### src/design/lp2_pkg.sv
// constants for the port 2 i/o and port 3 input mode block
package lp2_pkg;
    // register bus shape
    localparam int ADDR_W = 8;
    localparam int DATA_W = 8;
    localparam int P2_W = 8;
    localparam int P3_W = 4;
    // register offsets
    localparam logic [7:0] OFF_PORT2_DATA = 8'h02;
    localparam logic [7:0] OFF_PORT2_DIR = 8'hf6;
    localparam logic [7:0] OFF_INPUT_MODE = 8'hf7;
    // reset values
    localparam logic [7:0] DIR_RESET = 8'hff;
    localparam logic [7:0] DATA_RESET = 8'h00;
    localparam logic MODE_BIT_RESET = 1'b0;
    // input mode register fields
    localparam int MODE_PUSH_PULL_BIT = 0;
    localparam int MODE_ANALOG_BIT = 1;
    localparam int MODE_IR_AMP_BIT = 2;
    // write-only bits and reserved bits all read as ones
    localparam logic [7:0] MODE_READ_VALUE = 8'hff;
    // answer to an unmapped read
    localparam logic [7:0] UNMAPPED_READ = 8'h00;
    // port 3 pin positions
    localparam int PIN_ZERO = 0;
    localparam int PIN_ONE = 1;
    localparam int PIN_TWO = 2;
    localparam int PIN_THREE = 3;
    // all pins released
    localparam logic [7:0] ALL_RELEASED = 8'hff;
    localparam logic [7:0] NONE_SET = 8'h00;
endpackage : lp2_pkg

### src/design/lp2_p3_if.sv
// carrier between the register core and the port 3 input router
`timescale 1ns/10ps
interface lp2_p3_if;
    // mode bits from the register core
    logic analog_en;
    logic ir_amp_en;
    // raw pin levels
    logic [3:0] pin_in;
    // routed results
    logic [3:0] dig_in;
    logic [3:0] cmp_sel;
    logic amp_sel;
    modport ctl (
        output analog_en,
        output ir_amp_en,
        output pin_in,
        input dig_in,
        input cmp_sel,
        input amp_sel
    );
    modport route (
        input analog_en,
        input ir_amp_en,
        input pin_in,
        output dig_in,
        output cmp_sel,
        output amp_sel
    );
endinterface : lp2_p3_if

### src/design/lp2_p3_route.sv
// port 3 low-nibble input routing: digital, comparator or ir amplifier
`timescale 1ns/10ps
module lp2_p3_route (
    lp2_p3_if.route p3
);
    // pin one goes to the amplifier whenever it is enabled
    wire amp_on = p3.ir_amp_en;
    // pin one is a comparator input only in analog mode without amplifier
    wire pin1_cmp = p3.analog_en & ~p3.ir_amp_en;
    // pin one is digital only when neither analog function claims it
    wire pin1_dig = ~p3.analog_en & ~p3.ir_amp_en;
    // analog mode takes pins zero, two and three to the comparators
    wire others_cmp = p3.analog_en;

    assign p3.amp_sel = amp_on;
    // comparator routing per pin
    assign p3.cmp_sel[lp2_pkg::PIN_ZERO] = others_cmp;
    assign p3.cmp_sel[lp2_pkg::PIN_ONE] = pin1_cmp;
    assign p3.cmp_sel[lp2_pkg::PIN_TWO] = others_cmp;
    assign p3.cmp_sel[lp2_pkg::PIN_THREE] = others_cmp;
    // digital inputs pass unless the pin is claimed: pins zero, two and three by analog mode, pin one also by the amplifier
    assign p3.dig_in[lp2_pkg::PIN_ZERO] = p3.pin_in[lp2_pkg::PIN_ZERO] & ~others_cmp;
    assign p3.dig_in[lp2_pkg::PIN_ONE] = p3.pin_in[lp2_pkg::PIN_ONE] & pin1_dig;
    assign p3.dig_in[lp2_pkg::PIN_TWO] = p3.pin_in[lp2_pkg::PIN_TWO] & ~others_cmp;
    assign p3.dig_in[lp2_pkg::PIN_THREE] = p3.pin_in[lp2_pkg::PIN_THREE] & ~others_cmp;
endmodule : lp2_p3_route

### src/design/lp2_port_io.sv
// port 2 bidirectional i/o with port 3 input mode selection
//
// The strobed register port is this design's own decision.
`timescale 1ns/10ps
module lp2_port_io #(
    parameter int P2_W = lp2_pkg::P2_W
) (
    // clock, reset, enable
    input wire logic clk,
    input wire logic resetn,
    input wire logic ce,
    input wire logic stop_mode_recovery,
    // register port
    input wire logic [lp2_pkg::ADDR_W-1:0] addr,
    input wire logic [lp2_pkg::DATA_W-1:0] wdata,
    input wire logic wr,
    input wire logic rd,
    output logic [lp2_pkg::DATA_W-1:0] rdata,
    // port 2 pins
    input wire logic [P2_W-1:0] port2_in,
    output logic [P2_W-1:0] port2_out,
    output logic [P2_W-1:0] port2_oe_n,
    // port 3 low nibble
    input wire logic [lp2_pkg::P3_W-1:0] port3_in,
    output logic [lp2_pkg::P3_W-1:0] port3_dig_in,
    output logic [lp2_pkg::P3_W-1:0] port3_cmp_sel,
    output logic ir_amp_sel,
    output logic first_comparator_en
);
    // address match helper
    function automatic logic hit(input logic [7:0] a, input logic [7:0] off);
        hit = (a == off);
    endfunction : hit

    // state
    logic [P2_W-1:0] port2_direction_reg_r;
    logic [P2_W-1:0] port2_direction_reg_nxt;
    logic [P2_W-1:0] port2_data_reg_r;
    logic [P2_W-1:0] port2_data_reg_nxt;
    logic push_pull_r;
    logic push_pull_nxt;
    logic analog_r;
    logic analog_nxt;
    logic ir_amp_r;
    logic ir_amp_nxt;
    logic [lp2_pkg::DATA_W-1:0] rdata_r;
    logic [lp2_pkg::DATA_W-1:0] rdata_nxt;

    // address decode
    wire sel_data = hit(addr, lp2_pkg::OFF_PORT2_DATA);
    wire sel_dir = hit(addr, lp2_pkg::OFF_PORT2_DIR);
    wire sel_mode = hit(addr, lp2_pkg::OFF_INPUT_MODE);
    wire wr_data = ce & wr & sel_data;
    wire wr_dir = ce & wr & sel_dir;
    wire wr_mode = ce & wr & sel_mode;

    // next values; stop-mode recovery has no path into these
    assign port2_direction_reg_nxt = wr_dir ? wdata[P2_W-1:0] : port2_direction_reg_r;
    assign port2_data_reg_nxt = wr_data ? wdata[P2_W-1:0] : port2_data_reg_r;
    // only the three control bits are taken; upper bits dropped
    assign push_pull_nxt = wr_mode ? wdata[lp2_pkg::MODE_PUSH_PULL_BIT] : push_pull_r;
    assign analog_nxt = wr_mode ? wdata[lp2_pkg::MODE_ANALOG_BIT] : analog_r;
    assign ir_amp_nxt = wr_mode ? wdata[lp2_pkg::MODE_IR_AMP_BIT] : ir_amp_r;

    // read mux: pins live, direction readable, mode reads all ones
    assign rdata_nxt = (rd & sel_data) ? port2_in :
                       (rd & sel_dir) ? port2_direction_reg_r :
                       (rd & sel_mode) ? lp2_pkg::MODE_READ_VALUE :
                       lp2_pkg::UNMAPPED_READ;

    // register core; only resetn returns values to defaults
    always_ff @(posedge clk) begin
        if (!resetn) begin
            port2_direction_reg_r <= lp2_pkg::DIR_RESET;
            port2_data_reg_r <= lp2_pkg::DATA_RESET;
            push_pull_r <= lp2_pkg::MODE_BIT_RESET;
            analog_r <= lp2_pkg::MODE_BIT_RESET;
            ir_amp_r <= lp2_pkg::MODE_BIT_RESET;
            rdata_r <= lp2_pkg::UNMAPPED_READ;
        end else if (ce) begin
            port2_direction_reg_r <= port2_direction_reg_nxt;
            port2_data_reg_r <= port2_data_reg_nxt;
            push_pull_r <= push_pull_nxt;
            analog_r <= analog_nxt;
            ir_amp_r <= ir_amp_nxt;
            rdata_r <= rdata_nxt;
        end
    end

    assign rdata = rdata_r;

    // pin drivers: enable low drives; input pins never driven
    wire [P2_W-1:0] float_high = push_pull_r ? {P2_W{1'b0}} : port2_data_reg_r;
    assign port2_out = port2_data_reg_r;
    assign port2_oe_n = port2_direction_reg_r | float_high;

    // port 3 routing
    lp2_p3_if p3 ();
    assign p3.analog_en = analog_r;
    assign p3.ir_amp_en = ir_amp_r;
    assign p3.pin_in = port3_in;

    lp2_p3_route u_route (
        .p3(p3.route)
    );

    assign port3_dig_in = p3.dig_in;
    assign port3_cmp_sel = p3.cmp_sel;
    assign ir_amp_sel = p3.amp_sel;
    // first comparator runs only while the amplifier does not replace it
    assign first_comparator_en = analog_r & ~ir_amp_r;
endmodule : lp2_port_io

### config.mk
export PLATFORM = sky130hd
export DESIGN_NAME = lp2_port_io
export DESIGN_NICKNAME = d
export VERILOG_FILES = /design/src/design/lp2_pkg.sv /design/src/design/lp2_p3_if.sv /design/src/design/lp2_p3_route.sv /design/src/design/lp2_port_io.sv
export SDC_FILE = /design/constraint.sdc
export NUM_CORES = 1
export LEC_CHECK = 0
export BUFFER_PORTS_ARGS = -buffer_cell sky130_fd_sc_hd__clkbuf_2
export CAP_MARGIN = 20
export CORE_ASPECT_RATIO = 0.5
export CORE_MARGIN = 2
export CORE_UTILIZATION = 42
export CTS_BUF_LIST = sky130_fd_sc_hd__clkbuf_2 sky130_fd_sc_hd__clkbuf_4 sky130_fd_sc_hd__clkbuf_8
export CTS_CLUSTER_DIAMETER = 60
export DETAILED_ROUTE_END_ITERATION = 8
export PLACE_DENSITY = 0.78
export SLEW_MARGIN = 5
export SYNTH_ARGS = -nofsm -noshare
export SYNTH_HDL_FRONTEND = slang
export SYNTH_HIERARCHICAL = 1
export SYNTH_SLANG_ARGS = --single-unit
### constraint.sdc
create_clock -name clk -period 1.3 [get_ports clk]
set_input_delay 0.065 -clock clk [delete_from_list [all_inputs] [get_ports clk]]
set_output_delay 0.065 -clock clk [all_outputs]
set_load 0.1 [all_outputs]
==> results.sh <==
export IMPL_core_area_sq_um=2960
export IMPL_syn_num_nets=165
export IMPL_grt_pass1_wl_mm=5.39
export IMPL_reg2reg_slack_ns=0.51
export IMPL_route_detailed_drc=0
export IMPL_fp_dieW_microns=82.3
export IMPL_yosysMostFrequentCell="dfxtp_1"
export IMPL_clkPwrFrac=0.304
export IMPL_final_nets=235
export IMPL_place_port_buffers=66
export IMPL_yosys_warnings=6
export IMPL_layout_cells_non_filler=240
export IMPL_holdWs_ns=0.0157
export IMPL_synth_top_family_by_area="simple AND/OR/NAND/NOR gates"
export IMPL_timing_rr_start="ir_amp_r"
export IMPL_setup_violations=0
export IMPL_die_h_microns=43.2
export IMPL_fmax_mhz=803
export IMPL_seqPwrFrac=0.504
export IMPL_rows=14
export IMPL_areaGrowthSynthToFinish_pct=58.9
export IMPL_end_kind="flip-flop"
export IMPL_synth_edf_count=0
export IMPL_switchingPower_uw=510
export IMPL_ys_async_sr_fraction=0
export IMPL_timing_rr_end="ir_amp_r"
export IMPL_grt_overflow=0
export IMPL_hold_end="port2_direction_reg_r[3]"
export IMPL_ys_ff_latch=27
export IMPL_avgRoutedWirePerCell_microns=14.3
export IMPL_vias=1261
export IMPL_grt_pass1_vias=1214
export IMPL_synth_top_area_share=0.419
export IMPL_cts_tree="done"
export IMPL_ys_top_cells_by_area="dfxtp_1 (42%), mux2i_1 (15%), nor2b_1 (7.8%), o221ai_1 (5.4%), nand2_1 (5.0%)"
export IMPL_place_hpwl_mm=2.53
export IMPL_clock_skew_ns=0.00650
export IMPL_rsz0062_at_grt="no"
export IMPL_globalRouteTotalUtil=0.198
export IMPL_hold_depth=3
export IMPL_clk_pin_slew_ns=0.10
export IMPL_ys_types=24
export IMPL_placed_cells=236
export IMPL_cts_resized=0
export IMPL_synth_compound_area_frac=0.144
export IMPL_grt_max_degree=28
export IMPL_crit_chain="clkbuf_2 > nor4_4 > or4b_1 > buf_4 > mux2i_1 > nor2b_1"
export IMPL_ys_top_cells_by_count="dfxtp_1 (27), mux2i_1 (19), nand2_1 (17)"
export IMPL_ys_seq_area_frac=0.419
export IMPL_antenna_cells=0
export IMPL_critPathKind="input port to flip-flop"
export IMPL_crit_fanout=8
export IMPL_reg2regPathDepth=2
export IMPL_synth_simple_area_share=0.231
export IMPL_drv_slew=0
export IMPL_intPower_uw=1170
export IMPL_peakVddDrop_uv=597
export IMPL_dieArea_sq_um=3550
export IMPL_required_ns=1.48
export IMPL_cp_arrival_ns=1.42
export IMPL_regArea_sq_um=562
export IMPL_switching_share=0.303
export IMPL_tightestPinTransition_ns=0.670
export IMPL_fillers=207
export IMPL_ioPinCount=68
export IMPL_final_hold_viol_count=0
export IMPL_dp_slack_ns=-0.268
export IMPL_post_route_min_period_ns=1.24
export IMPL_avgSynthCellArea_sq_um=9.84
export IMPL_crit_slowest_cell="or4b_1"
export IMPL_synth_xor_area_frac=0
export IMPL_hp_start="wdata[3]"
export IMPL_htree_num_levels=1
export IMPL_drtIter0Drc=42
export IMPL_critPathMaxStageDelay_ns=0.46
export IMPL_hold_buffers=0
export IMPL_p_leak_uw=0.000925
export IMPL_start_kind="input port"
export IMPL_syn_cell_area_sq_um=1290
export IMPL_netlist_instances=131
export IMPL_clk_latency_ns=0.28
export IMPL_gp_congestion=0.791
export IMPL_cts_made_buffers=3
export IMPL_start_util=0.435
export IMPL_synth_area_mux_share=0.148
export IMPL_synth_fa_ha_area_frac=0
export IMPL_slew_headroom=0.550
export IMPL_clock_root_buffer="clkbuf_8"
export IMPL_cellPowerDensity_nw_per_um2=821
export IMPL_antenna_found_initial=0
export IMPL_routed_via_density=5.25
export IMPL_ys_flop_type="dfxtp_1"
export IMPL_cts_setup_buffers=0
export IMPL_multi_input_area_sq_um=694
export IMPL_status="finished, final reports clean"
export IMPL_fin_crit_sh=0.957
export IMPL_drt_pass1_iter_count=4
export IMPL_power_frac_comb=0.192
export IMPL_cap_violations=0
export IMPL_numClockSinks=27
export IMPL_netlist_top_cell_by_area="dfxtp_1"
export IMPL_post_route_cells_drive_above_1_share=0.555
export IMPL_drt_total_wl_mm=3.44
export IMPL_fin_ws_ns=0.0553
export IMPL_drtAntennaViolNets=0
export IMPL_hold_path_class="input port to flip-flop"
export IMPL_cts_buffer_depth=2
per-layer routing:
metal / vias up / wire, microns / global-route usage
li1: 614 / - / -
met1: 608 / 1460 / 0.229
met2: 37 / 1790 / 0.365
met3: 2 / 175 / 0.0468
met4: 0 / 14 / 0.0500
met5: - / 0 / 0
cell type report:
type / instances / share of cell area
multi-input cells: 92 / 0.339
repair buffers: 76 / 0.336
flip-flops and latches: 27 / 0.274
well taps: 40 / 0.0244
clock buffers: 3 / 0.0202
clock inverters: 1 / 0.00428
inverters: 1 / 0.00183
cell families after synthesis:
logic type	count (synthesis)
AND/OR/NAND/NOR	48
flip-flops	27
AO/OA/AOI/OAI	25
multiplexers	19
buffers and inverters	12
flip-flops by register name, indices dropped and copies added (netlist names):
signal,cells
port2_out,8
ir_amp_r,1
rdata,8
analog_r,1
port2_direction_reg_r,8
push_pull_r,1
worst max-delay path: cells and delay by family:
kind,cells,cell delay (ns)
buffers and inverters,2,0.32
and+or+nand+nor,3,0.85
muxes,1,0.18
worst max-delay path by stage:
stage | slack [ns] | endpoint | from | cells past startpoint
2_1_floorplan | -0.48 | port3_dig_in[0] | analog_r | 1
3_3_place_gp | -0.15 | port2_out[5] | addr[0] | 6
3_5_place_dp | -0.27 | port2_out[5] | addr[0] | 6
4_1_cts | 0.002 | port2_oe_n[6] | push_pull_r | 3
5_1_grt | 0.003 | port2_out[5] | addr[0] | 6
6_report | 0.06 | port2_out[5] | addr[0] | 6
power by group through the flow:
stage | Combinational [uW] | Clock, uW | Sequential [uW]
finish | 322 | 512 | 848
global route | 335 | 534 | 849
CTS | 319 | 509 | 848
detailed placement | 317 | 0 | 867
global placement | 313 | 0 | 866
floorplan | 112 | 0 | 956
per-stage QoR:
| step | cell area (sq um) | TNS [ns] | total power (uW) | util |
|---|---|---|---|---|
| 4_1_cts | 2040 | 0 | 1680 | 0.689 |
| 6_report | 2050 | 0 | 1680 | 0.692 |
| 3_3_place_gp | 1990 | -1.21 | 1180 | 0.672 |
| 2_1_floorplan | 1320 | -1.92 | 1070 | - |
| 5_1_grt | 2050 | 0 | 1720 | 0.692 |
| 3_5_place_dp | 1990 | -1.77 | 1180 | 0.672 |
layout by cell type (no fill, tap or decap), types with 3 or more instances in the layout:
cell and count:
a21o_2 8, a31oi_1 8, buf_12 19, buf_4 9, clkbuf_2 48, clkbuf_8 3
dfxtp_1 10, dfxtp_2 17, mux2i_1 19, nand2_1 17, nor2b_1 15, o221ai_1 8
(Power assumes the default switching activity.)
